--- src/hdl/uart_regs_pkg.sv ---
// Constants, types and register map of one UART channel's host register block.
// Assumes a host bus with a 3-bit register address and byte-wide data.
// Behaviour
// - Enable bits mask each interrupt source; timeout shares bit 0 with receive.
// - Receive interrupt follows FIFO level against trigger.
// - Status code clears at once below trigger; int_out is registered and drops one cycle after the code.
// - Data ready sets on push, clears when empty.
// - All four enables clear gives polled operation.
// - Overrun bit flags possibly invalid FIFO data.
// - Error bits describe the head character.
// - Holding empty and transmitter empty bits.
// - Global error bit while errored characters stored.
// - Bit 0 enables receive data ready interrupt.
// - Bit 1 enables transmit ready interrupt.
// - Enabling with holding empty interrupts at once.
// - Bit 2 enables interrupt on line errors.
// - Overrun interrupts immediately on reception.
// - Other errors interrupt on read or immediately.
// - Bit 3 enables the modem status interrupt.
// - Enhanced bits need enhanced function bit 4.
// - Reading line status clears its interrupt.
// - Receive timeout after four characters plus twelve bits.
// - Any modem delta bit raises the modem interrupt.
package uart_regs_pkg;
    localparam logic [2:0] ADR_DATA = 3'h0;
    localparam logic [2:0] ADR_IRQEN = 3'h1;
    localparam logic [2:0] ADR_ISR = 3'h2;
    localparam logic [2:0] ADR_LCR = 3'h3;
    localparam logic [2:0] ADR_MCR = 3'h4;
    localparam logic [2:0] ADR_LSR = 3'h5;
    localparam logic [2:0] ADR_MSR = 3'h6;
    localparam logic [2:0] ADR_SPR = 3'h7;
    localparam logic [2:0] ADR_TRG = 3'h0;
    localparam logic [2:0] ADR_FEATURE_CONTROL = 3'h1;
    localparam logic [2:0] ADR_EFR = 3'h2;
    localparam logic [2:0] ADR_FLOW_BASE = 3'h4;
    localparam logic [7:0] LCR_ENH_KEY = 8'hbf;
    localparam int LCR_DLAB = 7;
    localparam int EFR_ENH = 4;
    localparam int FEATURE_CONTROL_MODE = 7;
    localparam int FEATURE_CONTROL_SWAP = 6;
    localparam int ENHANCED_MODE_SELECT_IMM = 6;
    localparam int FCR_EN = 0;
    localparam int FCR_RXRST = 1;
    localparam int FCR_TXRST = 2;
    localparam logic [7:0] RST_BYTE = 8'h00;
    localparam logic [5:0] ISR_LINE = 6'h06;
    localparam logic [5:0] ISR_TOUT = 6'h0c;
    localparam logic [5:0] ISR_RX_DATA_READY_IRQ = 6'h04;
    localparam logic [5:0] ISR_TXRDY = 6'h02;
    localparam logic [5:0] ISR_MODEM = 6'h00;
    localparam logic [5:0] ISR_NONE = 6'h01;
    localparam logic [7:0] TRIG_L0 = 8'h01;
    localparam logic [7:0] TRIG_L1 = 8'h08;
    localparam logic [7:0] TRIG_L2 = 8'h10;
    localparam logic [7:0] TRIG_L3 = 8'h1c;
    localparam logic [5:0] TOUT_CHARS = 6'h04;
    localparam logic [5:0] TOUT_BITS = 6'h0c;
    localparam logic [19:0] BAUD_OVERSAMPLE = 20'h00010;
    localparam int FIFO_DEPTH = 32;
    typedef struct packed {
        logic brk;
        logic frm;
        logic par;
        logic [7:0] data;
    } rx_char_t;
    typedef enum {SEL_NONE, SEL_DATA, SEL_IRQEN, SEL_ISR, SEL_LCR, SEL_MCR, SEL_LSR,
        SEL_MSR, SEL_SPR, SEL_ALT7, SEL_DLL, SEL_DLM, SEL_DLD, SEL_TRG, SEL_FEATURE_CONTROL,
        SEL_EFR, SEL_FLOW} sel_t;
endpackage : uart_regs_pkg

--- src/hdl/uart_host_regs.sv ---
// Character FIFO and the host register block of one UART channel.
// Assumes synchronous host strobes and a transmitter and receiver on core_clk.
`timescale 1ns/1ns
`default_nettype none
module char_fifo #(
    parameter int WIDTH = 8,
    parameter int DEPTH = 32
) (
    // Clock and reset
    input wire logic clk,
    input wire logic nrst,
    input wire logic flush,
    // Fill side
    input wire logic in_valid,
    input wire logic [WIDTH-1:0] in_data,
    output logic in_ready,
    // Drain side
    output logic out_valid,
    output logic [WIDTH-1:0] out_data,
    input wire logic out_ready,
    output logic [$clog2(DEPTH+1)-1:0] level
);
    localparam int AW = $clog2(DEPTH);
    localparam int LW = $clog2(DEPTH+1);
    if (DEPTH < 2 || (DEPTH & (DEPTH - 1)) != 0) begin : g_chk
        $error("char_fifo depth must be a power of two");
    end
    logic [WIDTH-1:0] mem [0:DEPTH-1];
    logic [AW-1:0] wr_ptr_ff;
    logic [AW-1:0] rd_ptr_ff;
    logic [LW-1:0] cnt_ff;
    logic push;
    logic pop;
    assign in_ready = cnt_ff != LW'(DEPTH);
    assign out_valid = cnt_ff != '0;
    assign out_data = mem[rd_ptr_ff];
    assign level = cnt_ff;
    assign push = in_valid && in_ready;
    assign pop = out_valid && out_ready;
    always_ff @(posedge clk) begin
        if (push) begin
            mem[wr_ptr_ff] <= in_data;
        end
    end
    always_ff @(posedge clk or negedge nrst) begin
        if (!nrst) begin
            wr_ptr_ff <= '0;
            rd_ptr_ff <= '0;
            cnt_ff <= '0;
        end else if (flush) begin
            wr_ptr_ff <= '0;
            rd_ptr_ff <= '0;
            cnt_ff <= '0;
        end else begin
            wr_ptr_ff <= wr_ptr_ff + AW'(push);
            rd_ptr_ff <= rd_ptr_ff + AW'(pop);
            cnt_ff <= cnt_ff + LW'(push) - LW'(pop);
        end
    end
endmodule : char_fifo

module uart_host_regs
    import uart_regs_pkg::*;
#(
    parameter int DEPTH = FIFO_DEPTH,
    parameter logic [7:0] REV_CODE = 8'h01,
    parameter logic [7:0] DEV_CODE = 8'h5c
) (
    // Clock and reset
    input wire logic core_clk,
    input wire logic nrst,
    // Host bus
    input wire logic cs_n,
    input wire logic rd_n,
    input wire logic wr_n,
    input wire logic [2:0] addr,
    input wire logic [7:0] data_in,
    output logic [7:0] data_out,
    output logic data_oe,
    output logic int_out,
    // Receiver
    input wire logic rx_valid,
    input wire rx_char_t rx_char,
    // Transmitter
    output logic tx_valid,
    output logic [7:0] tx_data,
    input wire logic tx_ready,
    input wire logic tx_shift_busy,
    // Modem lines
    input wire logic [3:0] modem_delta,
    input wire logic [3:0] modem_lines
);
    // DEV_CODE and REV_CODE defaults are arbitrary.
    localparam int LW = $clog2(DEPTH+1);
    if (DEPTH > 255) begin : g_chk
        $error("level must fit one byte");
    end
    // -------------------------------------------------------------------
    // Bus decode
    // -------------------------------------------------------------------
    function automatic sel_t reg_sel(input logic [2:0] a, input logic [7:0] line_control,
        input logic swap);
        reg_sel = SEL_NONE;
        if (line_control == LCR_ENH_KEY) begin
            case (a)
                ADR_TRG: reg_sel = SEL_TRG;
                ADR_FEATURE_CONTROL: reg_sel = SEL_FEATURE_CONTROL;
                ADR_EFR: reg_sel = SEL_EFR;
                ADR_LCR: reg_sel = SEL_LCR;
                default: reg_sel = a[2] ? SEL_FLOW : SEL_NONE;
            endcase
        end else if (line_control[LCR_DLAB] && a < ADR_LCR) begin
            case (a)
                ADR_DATA: reg_sel = SEL_DLL;
                ADR_IRQEN: reg_sel = SEL_DLM;
                default: reg_sel = SEL_DLD;
            endcase
        end else begin
            case (a)
                ADR_DATA: reg_sel = SEL_DATA;
                ADR_IRQEN: reg_sel = SEL_IRQEN;
                ADR_ISR: reg_sel = SEL_ISR;
                ADR_LCR: reg_sel = SEL_LCR;
                ADR_MCR: reg_sel = SEL_MCR;
                ADR_LSR: reg_sel = SEL_LSR;
                ADR_MSR: reg_sel = SEL_MSR;
                default: reg_sel = swap ? SEL_ALT7 : SEL_SPR;
            endcase
        end
    endfunction : reg_sel

    function automatic logic [7:0] trig_of(input logic [1:0] s);
        case (s)
            2'h0: trig_of = TRIG_L0;
            2'h1: trig_of = TRIG_L1;
            2'h2: trig_of = TRIG_L2;
            default: trig_of = TRIG_L3;
        endcase
    endfunction : trig_of

    logic rd_n_q_ff, wr_n_q_ff;
    logic [7:0] lcr_ff, ier_ff, mcr_ff, spr_ff, dll_ff, dlm_ff, efr_ff, feature_control_ff;
    logic [7:0] trg_ff, enhanced_mode_select_ff;
    logic [3:0] dld_ff;
    logic [7:0] flow_ch_ff [0:3];
    logic fifo_en_ff;
    logic [1:0] rx_sel_ff, tx_sel_ff;
    logic rd_stb, wr_stb, enh;
    sel_t sel;
    assign rd_stb = !cs_n && !rd_n && rd_n_q_ff;
    assign wr_stb = !cs_n && !wr_n && wr_n_q_ff;
    assign sel = reg_sel(addr, lcr_ff, feature_control_ff[FEATURE_CONTROL_SWAP]);
    assign enh = efr_ff[EFR_ENH];
    always_ff @(posedge core_clk or negedge nrst) begin
        if (!nrst) begin
            rd_n_q_ff <= 1'b1;
            wr_n_q_ff <= 1'b1;
        end else begin
            rd_n_q_ff <= rd_n;
            wr_n_q_ff <= wr_n;
        end
    end
    // -------------------------------------------------------------------
    // Register writes
    // -------------------------------------------------------------------
    logic fcr_wr, rx_flush, tx_flush;
    assign fcr_wr = wr_stb && sel == SEL_ISR;
    // The reset bits only act while the same write keeps the FIFOs enabled.
    assign rx_flush = fcr_wr && ((data_in[FCR_EN] && data_in[FCR_RXRST]) ||
        data_in[FCR_EN] != fifo_en_ff);
    assign tx_flush = fcr_wr && ((data_in[FCR_EN] && data_in[FCR_TXRST]) ||
        data_in[FCR_EN] != fifo_en_ff);
    always_ff @(posedge core_clk or negedge nrst) begin
        if (!nrst) begin
            lcr_ff <= RST_BYTE;
            ier_ff <= RST_BYTE;
            mcr_ff <= RST_BYTE;
            spr_ff <= RST_BYTE;
            dll_ff <= RST_BYTE;
            dlm_ff <= RST_BYTE;
            efr_ff <= RST_BYTE;
            feature_control_ff <= RST_BYTE;
            trg_ff <= RST_BYTE;
            enhanced_mode_select_ff <= RST_BYTE;
            dld_ff <= 4'h0;
            fifo_en_ff <= 1'b0;
            rx_sel_ff <= 2'h0;
            tx_sel_ff <= 2'h0;
            for (int i = 0; i < 4; i++) begin
                flow_ch_ff[i] <= RST_BYTE;
            end
        end else if (wr_stb) begin
            case (sel)
                SEL_IRQEN: ier_ff <= enh ? data_in : {ier_ff[7:4], data_in[3:0]};
                SEL_ISR: begin
                    fifo_en_ff <= data_in[FCR_EN];
                    if (data_in[FCR_EN]) begin
                        rx_sel_ff <= data_in[7:6];
                        tx_sel_ff <= enh ? data_in[5:4] : tx_sel_ff;
                    end
                end
                SEL_LCR: lcr_ff <= data_in;
                SEL_MCR: mcr_ff <= enh ? data_in : {mcr_ff[7:5], data_in[4:0]};
                SEL_SPR: spr_ff <= data_in;
                SEL_ALT7: enhanced_mode_select_ff <= data_in;
                SEL_DLL: dll_ff <= data_in;
                SEL_DLM: dlm_ff <= data_in;
                SEL_DLD: dld_ff <= enh ? data_in[3:0] : dld_ff;
                SEL_TRG: trg_ff <= data_in;
                SEL_FEATURE_CONTROL: feature_control_ff <= data_in;
                SEL_EFR: efr_ff <= data_in;
                SEL_FLOW: flow_ch_ff[addr[1:0]] <= data_in;
                default: ;
            endcase
        end
    end
    // -------------------------------------------------------------------
    // Receive and transmit FIFOs
    // -------------------------------------------------------------------
    logic rx_in_ok, rx_push, rx_pop, rx_out_valid, rx_rdy, rx_overrun;
    logic tx_push, tx_in_rdy, tx_out_valid, tx_drain;
    logic [7:0] tx_out;
    rx_char_t rx_head;
    logic [LW-1:0] rx_level, tx_level;
    logic [7:0] rx_lvl8, tx_lvl8, rx_trig, tx_trig;
    logic prog_trg;
    assign rx_lvl8 = 8'(rx_level);
    assign tx_lvl8 = 8'(tx_level);
    // Without FIFOs each side holds a single character.
    assign rx_in_ok = fifo_en_ff || rx_level == '0;
    assign rx_push = rx_valid && rx_in_ok && rx_rdy;
    assign rx_overrun = rx_valid && !rx_push;
    assign rx_pop = rd_stb && sel == SEL_DATA && rx_out_valid;
    assign tx_push = wr_stb && sel == SEL_DATA && (fifo_en_ff || tx_level == '0);
    assign tx_drain = !tx_valid || tx_ready;
    assign prog_trg = feature_control_ff[5:4] == 2'h3;
    assign rx_trig = (prog_trg && feature_control_ff[FEATURE_CONTROL_MODE] && trg_ff != 8'h00) ?
        trg_ff : trig_of(rx_sel_ff);
    assign tx_trig = (prog_trg && !feature_control_ff[FEATURE_CONTROL_MODE] && trg_ff != 8'h00) ?
        trg_ff : trig_of(enh ? tx_sel_ff : 2'h0);
    char_fifo #(.WIDTH(11), .DEPTH(DEPTH)) u_rx_fifo (
        .clk(core_clk),
        .nrst(nrst),
        .flush(rx_flush),
        .in_valid(rx_valid && rx_in_ok),
        .in_data(rx_char),
        .in_ready(rx_rdy),
        .out_valid(rx_out_valid),
        .out_data(rx_head),
        .out_ready(rx_pop),
        .level(rx_level)
    );
    char_fifo #(.WIDTH(8), .DEPTH(DEPTH)) u_tx_fifo (
        .clk(core_clk),
        .nrst(nrst),
        .flush(tx_flush),
        .in_valid(tx_push),
        .in_data(data_in),
        .in_ready(tx_in_rdy),
        .out_valid(tx_out_valid),
        .out_data(tx_out),
        .out_ready(tx_drain),
        .level(tx_level)
    );
    always_ff @(posedge core_clk or negedge nrst) begin
        if (!nrst) begin
            tx_valid <= 1'b0;
            tx_data <= RST_BYTE;
        end else if (tx_drain) begin
            tx_valid <= tx_out_valid;
            tx_data <= tx_out;
        end
    end
    // -------------------------------------------------------------------
    // Line status
    // -------------------------------------------------------------------
    logic overrun_ff, lsr_evt_ff, lsr_rd, push_err, pop_err, head_err;
    logic [LW-1:0] err_cnt_ff;
    logic [7:0] lsr_val;
    assign lsr_rd = rd_stb && sel == SEL_LSR;
    assign push_err = rx_push && (rx_char.brk || rx_char.frm || rx_char.par);
    assign head_err = rx_head.brk || rx_head.frm || rx_head.par;
    assign pop_err = rx_pop && head_err;
    // Bits 0, 5 and 6 let the host poll each side on its own.
    assign lsr_val = {err_cnt_ff != '0,
        tx_level == '0 && !tx_valid && !tx_shift_busy, tx_level == '0,
        rx_out_valid ? {rx_head.brk, rx_head.frm, rx_head.par} : 3'h0,
        overrun_ff, rx_out_valid};
    always_ff @(posedge core_clk or negedge nrst) begin
        if (!nrst) begin
            err_cnt_ff <= '0;
        end else if (rx_flush) begin
            err_cnt_ff <= '0;
        end else begin
            err_cnt_ff <= err_cnt_ff + LW'(push_err) - LW'(pop_err);
        end
    end
    // A new error in the clearing cycle keeps its flag.
    always_ff @(posedge core_clk or negedge nrst) begin
        if (!nrst) begin
            overrun_ff <= 1'b0;
            lsr_evt_ff <= 1'b0;
        end else begin
            overrun_ff <= (overrun_ff && !lsr_rd) || rx_overrun;
            lsr_evt_ff <= (lsr_evt_ff && !lsr_rd) ||
                (enhanced_mode_select_ff[ENHANCED_MODE_SELECT_IMM] ? push_err : pop_err);
        end
    end
    // -------------------------------------------------------------------
    // Baud tick and receive timeout
    // -------------------------------------------------------------------
    logic [19:0] baud_cnt_ff, baud_period;
    logic bit_tick_ff;
    logic [5:0] tout_cnt_ff, tout_limit, frame_bits;
    assign baud_period = 20'({dlm_ff, dll_ff}) * BAUD_OVERSAMPLE;
    // A character time counts start, five to eight data bits, parity and stop bits.
    assign frame_bits = 6'h07 + 6'(lcr_ff[1:0]) + 6'(lcr_ff[3]) + 6'(lcr_ff[2]);
    assign tout_limit = 6'(TOUT_CHARS * frame_bits) + TOUT_BITS;
    always_ff @(posedge core_clk or negedge nrst) begin
        if (!nrst) begin
            baud_cnt_ff <= 20'h00000;
            bit_tick_ff <= 1'b0;
        end else begin
            bit_tick_ff <= baud_period != 20'h00000 && baud_cnt_ff >= baud_period - 20'h00001;
            if (baud_period == 20'h00000 || baud_cnt_ff >= baud_period - 20'h00001) begin
                baud_cnt_ff <= 20'h00000;
            end else begin
                baud_cnt_ff <= baud_cnt_ff + 20'h00001;
            end
        end
    end
    always_ff @(posedge core_clk or negedge nrst) begin
        if (!nrst) begin
            tout_cnt_ff <= 6'h00;
        end else if (rx_push || rx_pop || rx_level == '0 || !fifo_en_ff) begin
            tout_cnt_ff <= 6'h00;
        end else if (bit_tick_ff && tout_cnt_ff < tout_limit) begin
            tout_cnt_ff <= tout_cnt_ff + 6'h01;
        end
    end
    // -------------------------------------------------------------------
    // Interrupt sources
    // -------------------------------------------------------------------
    logic rx_cond, tx_cond, tx_cond_q_ff, tx_irq_ff, tx_arm, tx_clr, isr_rd;
    logic tout_cond;
    logic [3:0] msr_delta_ff;
    logic [4:0] pend;
    logic [5:0] isr_code;
    assign rx_cond = fifo_en_ff ? rx_lvl8 >= rx_trig : rx_out_valid;
    assign tx_cond = fifo_en_ff ? tx_lvl8 < tx_trig : tx_level == '0;
    assign tout_cond = fifo_en_ff && rx_level != '0 && tout_cnt_ff >= tout_limit;
    assign tx_arm = wr_stb && sel == SEL_IRQEN && data_in[1] && !ier_ff[1];
    assign isr_rd = rd_stb && sel == SEL_ISR;
    assign tx_clr = tx_push || (isr_rd && isr_code == ISR_TXRDY);
    // Each source is masked by an enable bit; receive data and timeout share bit 0.
    assign pend = {ier_ff[2] && (overrun_ff || lsr_evt_ff),
        ier_ff[0] && tout_cond, ier_ff[0] && rx_cond,
        ier_ff[1] && tx_irq_ff, ier_ff[3] && msr_delta_ff != 4'h0};
    always_comb begin
        isr_code = ISR_NONE;
        if (pend[4]) begin
            isr_code = ISR_LINE;
        end else if (pend[3]) begin
            isr_code = ISR_TOUT;
        end else if (pend[2]) begin
            isr_code = ISR_RX_DATA_READY_IRQ;
        end else if (pend[1]) begin
            isr_code = ISR_TXRDY;
        end else if (pend[0]) begin
            isr_code = ISR_MODEM;
        end
    end
    always_ff @(posedge core_clk or negedge nrst) begin
        if (!nrst) begin
            tx_cond_q_ff <= 1'b1;
            tx_irq_ff <= 1'b0;
            msr_delta_ff <= 4'h0;
            int_out <= 1'b0;
        end else begin
            tx_cond_q_ff <= tx_cond;
            tx_irq_ff <= (tx_irq_ff && !tx_clr) ||
                (tx_cond && (!tx_cond_q_ff || tx_arm));
            msr_delta_ff <= (rd_stb && sel == SEL_MSR ? 4'h0 : msr_delta_ff) |
                modem_delta;
            int_out <= pend != 5'h00;
        end
    end
    // -------------------------------------------------------------------
    // Register reads
    // -------------------------------------------------------------------
    logic [7:0] rd_val;
    logic div_zero;
    assign div_zero = dll_ff == 8'h00 && dlm_ff == 8'h00;
    always_comb begin
        rd_val = 8'h00;
        case (sel)
            SEL_DATA: rd_val = rx_head.data;
            SEL_IRQEN: rd_val = enh ? ier_ff : {4'h0, ier_ff[3:0]};
            SEL_ISR: rd_val = {fifo_en_ff, fifo_en_ff, isr_code};
            SEL_LCR: rd_val = lcr_ff;
            SEL_MCR: rd_val = mcr_ff;
            SEL_LSR: rd_val = lsr_val;
            SEL_MSR: rd_val = {modem_lines, msr_delta_ff};
            SEL_SPR: rd_val = spr_ff;
            SEL_ALT7: rd_val = rx_lvl8;
            SEL_DLL: rd_val = div_zero ? REV_CODE : dll_ff;
            SEL_DLM: rd_val = div_zero ? DEV_CODE : dlm_ff;
            SEL_DLD: rd_val = {4'h0, dld_ff};
            SEL_TRG: rd_val = feature_control_ff[FEATURE_CONTROL_MODE] ? rx_lvl8 : tx_lvl8;
            SEL_FEATURE_CONTROL: rd_val = feature_control_ff;
            SEL_EFR: rd_val = efr_ff;
            SEL_FLOW: rd_val = flow_ch_ff[addr[1:0]];
            default: rd_val = 8'h00;
        endcase
    end
    always_ff @(posedge core_clk or negedge nrst) begin
        if (!nrst) begin
            data_out <= RST_BYTE;
            data_oe <= 1'b0;
        end else begin
            data_oe <= !cs_n && !rd_n;
            if (rd_stb) begin
                data_out <= rd_val;
            end
        end
    end
endmodule : uart_host_regs
`default_nettype wire

--- config.mk ---
export PLATFORM = sky130hd
export DESIGN_NAME = uart_host_regs
export DESIGN_NICKNAME = d
export VERILOG_FILES = /design/src/hdl/uart_regs_pkg.sv /design/src/hdl/uart_host_regs.sv
export SDC_FILE = /design/constraint.sdc
export NUM_CORES = 1
export LEC_CHECK = 0
export BUFFER_PORTS_ARGS = -buffer_cell sky130_fd_sc_hd__buf_2
export CAP_MARGIN = 5
export CORE_ASPECT_RATIO = 1.1
export CORE_MARGIN = 8
export CORE_UTILIZATION = 60
export DETAILED_ROUTE_END_ITERATION = 8
export PLACE_DENSITY = 0.81
export SETUP_SLACK_MARGIN = 0.4
export SLEW_MARGIN = 10
export SYNTH_ARGS = -nofsm -noshare
export SYNTH_HDL_FRONTEND = slang
export SYNTH_SLANG_ARGS = --single-unit
--- constraint.sdc ---
create_clock -name core_clk -period 4 [get_ports core_clk]
set_input_delay 0.8 -clock core_clk [delete_from_list [all_inputs] [get_ports core_clk]]
set_output_delay 0.8 -clock core_clk [all_outputs]
set_load 0.02 [all_outputs]
# [Yosys cells after proc, flatten, opt, wreduce, memory -nomap -nowiden]
# Memory sizes are Yosys's and may differ from the RTL's. A register that Yosys moved wholly into a read port is not among the register bits.
# Index checks and enable logic that the tools add are counted.
[totals] out_inout_bits=19 reg_bits=206 romBits=0 input_bits=38 latchBits=0 elab_cells=269 ramBits=608 mem_count=2
[mem_list] memory="u_rx_fifo.mem" words=32 width=11 rd=1 rd_ports_with_merged_regs=0 wr=1 line_no="uart_host_regs.sv:28" source="logic [WIDTH-1:0] mem [0:DEPTH-1];"
[mem_list] memory="u_tx_fifo.mem" words=32 width=8 rd=1 rd_ports_with_merged_regs=1 wr=1 line_no="uart_host_regs.sv:28"
[classes] multipliers=0 reduce_logical=115 bitwise=2 order_cmp=8 shifts=0 div_mod_pow=0 muxes=47 addsub=17 eq_ne=37
[ops] operator="equality test 32 x 4 -> 1 bit, second input constant" count=10
[ops] operator="equality test 32 x 3 -> 1 bit, second input constant" count=6
[ops] operator="case mux 8 bit (16 select lines)" count=1
[ops] operator="equality test 32 x 2 -> 1 bit, second input constant" count=3
[ops] operator="two-way mux 32 bit" count=2
[ops] operator="two-way mux 8 bit" count=8
[ops] operator="logical AND 1 bit" count=50
[ops] operator="two-way mux 6 bit" count=6
[ops] operator="bitwise mux 32 bit" count=1
[ops] operator="equality test 32 x 1 -> 1 bit, second input constant" count=1
[ops] operator="equality test 32 x 5 -> 1 bit, second input constant" count=1
[ops] operator="case mux 5 bit (3 select lines)" count=2
[ops] operator="case mux 4 bit (7 select lines)" count=1
[ops] operator="two-way mux 5 bit" count=5
[ops] operator="AND reduction 2 bit" count=12
[ops] operator="adder 20 x 1 -> 20 bit, second input constant" count=1
[ops] operator="adder 5 x 1 -> 5 bit" count=4
[ops] operator="greater-or-equal comparator 20 bit" count=1
[ops] operator="zero test 20 bit" count=1
[ops] operator="two-way mux 20 bit" count=1
[ops] operator="case mux 5 bit (4 select lines)" count=1
[ops] operator="nonzero test 20 bit" count=1
[ops] operator="subtractor 20 x 1 -> 20 bit, second input constant" count=1
[ops] operator="logical OR 1 bit" count=19
[ops] operator="43 further kinds" count=87

# [Logic depth before layout (Yosys ltp)]
[depth] word_depth=16 mapped_depth=19 ltp_nobuf=17

# [Cells and area by module]
# From an unflattened synthesis, not the netlist that was laid out.
[hier_totals] cells_unflattened=2257 area_unflattened_um2=35272.6
[by_module_without_submodules] module="char_fifo (u_rx_fifo)" seq_area_each_um2=10970.5 area_per_inst_um2=14584.0 cells_each=765 n_inst=1
[by_module_without_submodules] module="char_fifo (u_tx_fifo)" seq_area_each_um2=8087.8 area_per_inst_um2=10935.5 cells_each=596 n_inst=1
[by_module_without_submodules] module="uart_host_regs" seq_area_each_um2=4408.0 area_per_inst_um2=9753.1 cells_each=896 n_inst=1

# [Worst setup path before layout]
# OpenSTA, ideal clock, no wires.
[synth_timing] kind="register to register" from="register u_rx_fifo.rd_ptr_ff[0]" to="register err_cnt_ff[4]" t_required_ns=3.879 setup_slack_ns=0.469 setup_ns=0.121 synth_period_minus_slack_ns=3.531 n_path_buf=1 path_stages_with_launch=16 t_arrival_ns=3.410 cell_sequence="dfrtp_1 buf_6 mux4_1 mux4_2 mux2_2 nor3_1 nor2_1 ha_1 inv_1 ha_1 fa_1 a21oi_1 nor2_1 nor2_1 xor2_1 nor2_1"
[synth_via] elab_chain_len=6
[synth_lines] item="from (decl)" line_no="uart_host_regs.sv:30" source="logic [AW-1:0] rd_ptr_ff;"
[synth_lines] item="from (signal assigned)" line_no="uart_host_regs.sv:56" source="rd_ptr_ff <= rd_ptr_ff + AW'(pop);"
[synth_lines] item="memory read (32 x 11 bit) *"
[synth_lines] item="logical OR 1 bit" line_no="uart_host_regs.sv:282" source="assign head_err = rx_head.brk || rx_head.frm || rx_head.par;"
[synth_lines] item="logical OR 1 bit *" line_no="uart_host_regs.sv:282"
[synth_lines] item="logical AND 1 bit *" line_no="uart_host_regs.sv:283" source="assign pop_err = rx_pop && head_err;"
[synth_lines] item="subtractor 6 x 1 -> 6 bit *" line_no="uart_host_regs.sv:295" source="err_cnt_ff <= err_cnt_ff + LW'(push_err) - LW'(pop_err);"
[synth_lines] item="two-way mux 6 bit *" line_no="uart_host_regs.sv:292" source="end else if (rx_flush) begin"
[synth_lines] item="to (signal assigned)" line_no="uart_host_regs.sv:295"
[synth_lines] item="to (decl)" line_no="uart_host_regs.sv:278" source="logic [LW-1:0] err_cnt_ff;"
# Every way passes the cells marked *; elsewhere a longest branch is shown, timed or not.
# A chain may end at the register's enable or synchronous reset.

# [Worst setup path in the final report]
# Same ends and word-level chain as after synthesis.

==> impl_metrics.ini <==
[global_routing]
grt_pass1_wl_um = 132000
grt_pass1_vias = 21900
antenna_found_initial = 0
grt_max_degree = 128
grt.overflow.total = 0
grt_usage_pct = 26.0

[final_layout]
n_fill_cell = 3681
area_growth_pct = 13.4
layout-drive-gt1-share_pct = 24.6
final_core_util_pct = 68.5
fin_nets = 2496
n_antenna_cell = 0
fin_area_um2 = 40000

[yosys]
synth_top_cell_area_share_pct = 51.7
ys_types = 86
synthFlopType = edfxtp_1
syn_nets = 2330
synth_edf_count = 608
ys_seq_elements = 816
netlist_instances = 2215
ys_seq_area_share_pct = 66.5
yosysWarnings = 0
synth_async_sr_flop_share_pct = 25.5
synth.area.top_cells = edfxtp_1 (52%), dfrtp_1 (15%), mux4_2 (6.8%)
synth_top_cell_by_area = edfxtp_1
synth.avg_cell_area_um2 = 15.9
syn_area_um2 = 35300

[route]
initialDrtViolationCount = 2397
firstDrtPassIters = 8
vias_per_cell = 6.57
remaining_drc_errors = 0
vias = 21100
wirelength_um = 86500
wl_per_cell_um = 27.0
antenna_left = 0

[cts]
root_buffer = clkbuf_16
hold_buffers = 0
clkTransAtPathRegs_ns = 0.07
h-tree-depth = 3
cts_made_buffers = 81
clock_latency_ns = 0.64
cts.path.max_buffers = 3
cts_sinks = 816
cts_tree = done

[timing]
finalCritPeriodShare_pct = 94.1
min_period_ns = 3.77
rsz0062_at_grt = yes
slew_headroom_pct = 22.7
fmax_ghz = 0.266
timing_hold_violations_final = 0
setup_viol = 0
drv_slew = 0
tightest_slew_ns = 1.16
finClkSkew_ns = 0.0382
worst_slack_ns = 0.235

[worst_setup_path]
slowest_stage = mux4_2
path_max_fanout = 7
crit_required_ns = 4.49
max_stage_delay_ns = 0.54
cp-start-kind = flop
cp_cell_sequence = buf_6 -> mux4_2 -> mux4_2 -> mux2_4 -> nor3_4 -> nor2_1 -> ha_1 -> inv_1 -> ha_2 -> fa_2 -> a21oi_2 -> nor2_1 -> nor2_1 -> xor2_1 -> nor2_1
arrival_ns = 4.26
critPathMostFrequentCell = nor2_1
path_class = reg2reg
crit_path_end_kind = flop

[floorplan]
initial_core_util_pct = 60.4
die_area_um2 = 66900
ios = 57
fp.dieH_um = 270
chipWidth_um = 247
rows = 93
core_um2 = 58400

[power]
leakagePower_nw = 14.8
power_mw = 23.9
ir_worst_vdd_v = 0.000575
cellPowerDensity_nw_per_um2 = 597

[placed_design]
preCtsSetupSlack_ns = -0.0788
port_buffers = 56
dpl.hpwl_um = 54100
place_area_um2 = 36900
place_congestion = 0.934

[hold_path]
hold_path_class = in2async

[flow_run]
max-cap-violations = 0

[outcome]
outcome = finished, final reports clean
## cells in the final DEF (no fill, tap or decap), types with 50 or more instances in the layout
cell type  Yosys  layout
mux2i_1      111     111
clkbuf_16      0      85
buf_4         16     136
mux2_2       112     111
dfrtp_1      205     199
mux4_2       107     107
ha_1          73      72
nand2_1       85      84
nor2_1       176     174
a21oi_1       61      56
buf_2         27      55
edfxtp_1     608     608
inv_1         51      50
## path summary, 6_finish.rpt
kind,end,cells past startpoint,start,slack [ns]
max in group asynchronous,flow_ch_ff[19],2,nrst,2.71
hold / removal,tout_cnt_ff[2],1,nrst,0.28
min in group core_clk,wr_n_q_ff,1,wr_n,0.29
setup reg to reg,err_cnt_ff[4],15,u_rx_fifo.rd_ptr_ff[0],0.23
hold reg to reg,mcr_ff[1],2,mcr_ff[1],0.49
setup / recovery,err_cnt_ff[4],15,u_rx_fifo.rd_ptr_ff[0],0.23
## repair_timing
item / CTS / global route
pin swaps: 6 / 17
endpoints found under the setup margin: 25 / 28
buffers inserted: 6 / 14
gates resized for setup: 20 / 26
## metal layers
layer / vias to the layer above / share of wire (%) / track usage [%]
met5: - / 0 / 0
met4: 0 / 4.2 / 11.2
met3: 228 / 8.3 / 4.83
met2: 1103 / 50 / 43.5
met1: 10800 / 37 / 33.0
li1: 8951 / - / -
## power by group
group | internal [mW] | switching, mW | leakage, nW
sequential | 9.49 | 0.502 | 8.16
combinational | 2.68 | 3.34 | 5.24
clock | 4.63 | 3.27 | 1.35
total | 16.8 | 7.11 | 14.8
## Yosys cell counts, types with 8 or more instances
cell	count
a211oi_1	15
a21o_1	23
a21oi_1	61
a22oi_1	28
a31oi_1	10
and3_1	14
buf_1	13
buf_2	27
buf_4	16
clkbuf_1	54
dfrtp_1	205
edfxtp_1	608
ha_1	73
inv_1	51
mux2_2	112
mux2i_1	111
mux4_1	15
mux4_2	107
nand2_1	85
nand2b_1	10
nand3_1	36
nand3b_1	11
nand4_1	12
nor2_1	176
nor2b_1	25
nor3_1	16
o211ai_1	10
o21ai_0	39
o221ai_1	17
o22ai_1	27
o32ai_1	9
or3_1	8
xnor2_1	32
xor2_1	32
## per-stage QoR
step / hold slack, ns / TNS [ns] / std cells
after floorplan: 0.449 / 0 / 2215
after global placement: 0.460 / 0 / 3038
after detailed placement: 0.473 / -0.0788 / 3038
after CTS: 0.265 / 0 / 3192
after global routing: 0.277 / 0 / 3206
final: 0.281 / 0 / 3206
## worst max-delay path, delay by kind of cell (launching register included)
| family | cells | cell delay (ns) |
|---|---|---|
| multiplexers | 3 | 1.37 |
| adder cells (fa/ha/maj) | 3 | 0.83 |
| flip-flops | 1 | 0.52 |
| AND/OR/NAND/NOR | 5 | 0.42 |
| buffers and inverters | 2 | 0.18 |
| XOR/XNOR | 1 | 0.17 |
| AO/OA/AOI/OAI | 1 | 0.12 |
## flip-flops by register name, indices dropped and copies added, names as in the netlist, 20 cells and up
register and flops:
u_tx_fifo.mem 256, u_rx_fifo.mem 352, flow_ch_ff 32, baud_cnt_ff 20
## cells by family after synthesis
family | Yosys count | synth area share, %
compound gates | 302 | 5.96
simple gates | 442 | 6.21
flops | 816 | 66.5
fa+ha+maj | 77 | 2.81
buf+inv | 169 | 2.28
mux | 345 | 14.7
xor+xnor | 64 | 1.59
## cell type report
cell class	count	area, um^2	share of cell area [%]
Timing Repair Buffer	201	1430	3.57
Clock buffer	114	2340	5.84
Inverter	51	191	0.478
Multi-Input combinational cell	1230	11200	28.0
Clock inverter	34	442	1.10
Tap cell	760	951	2.38
Sequential cell	816	23500	58.7
Note: power is estimated with default switching activity, not from simulation.
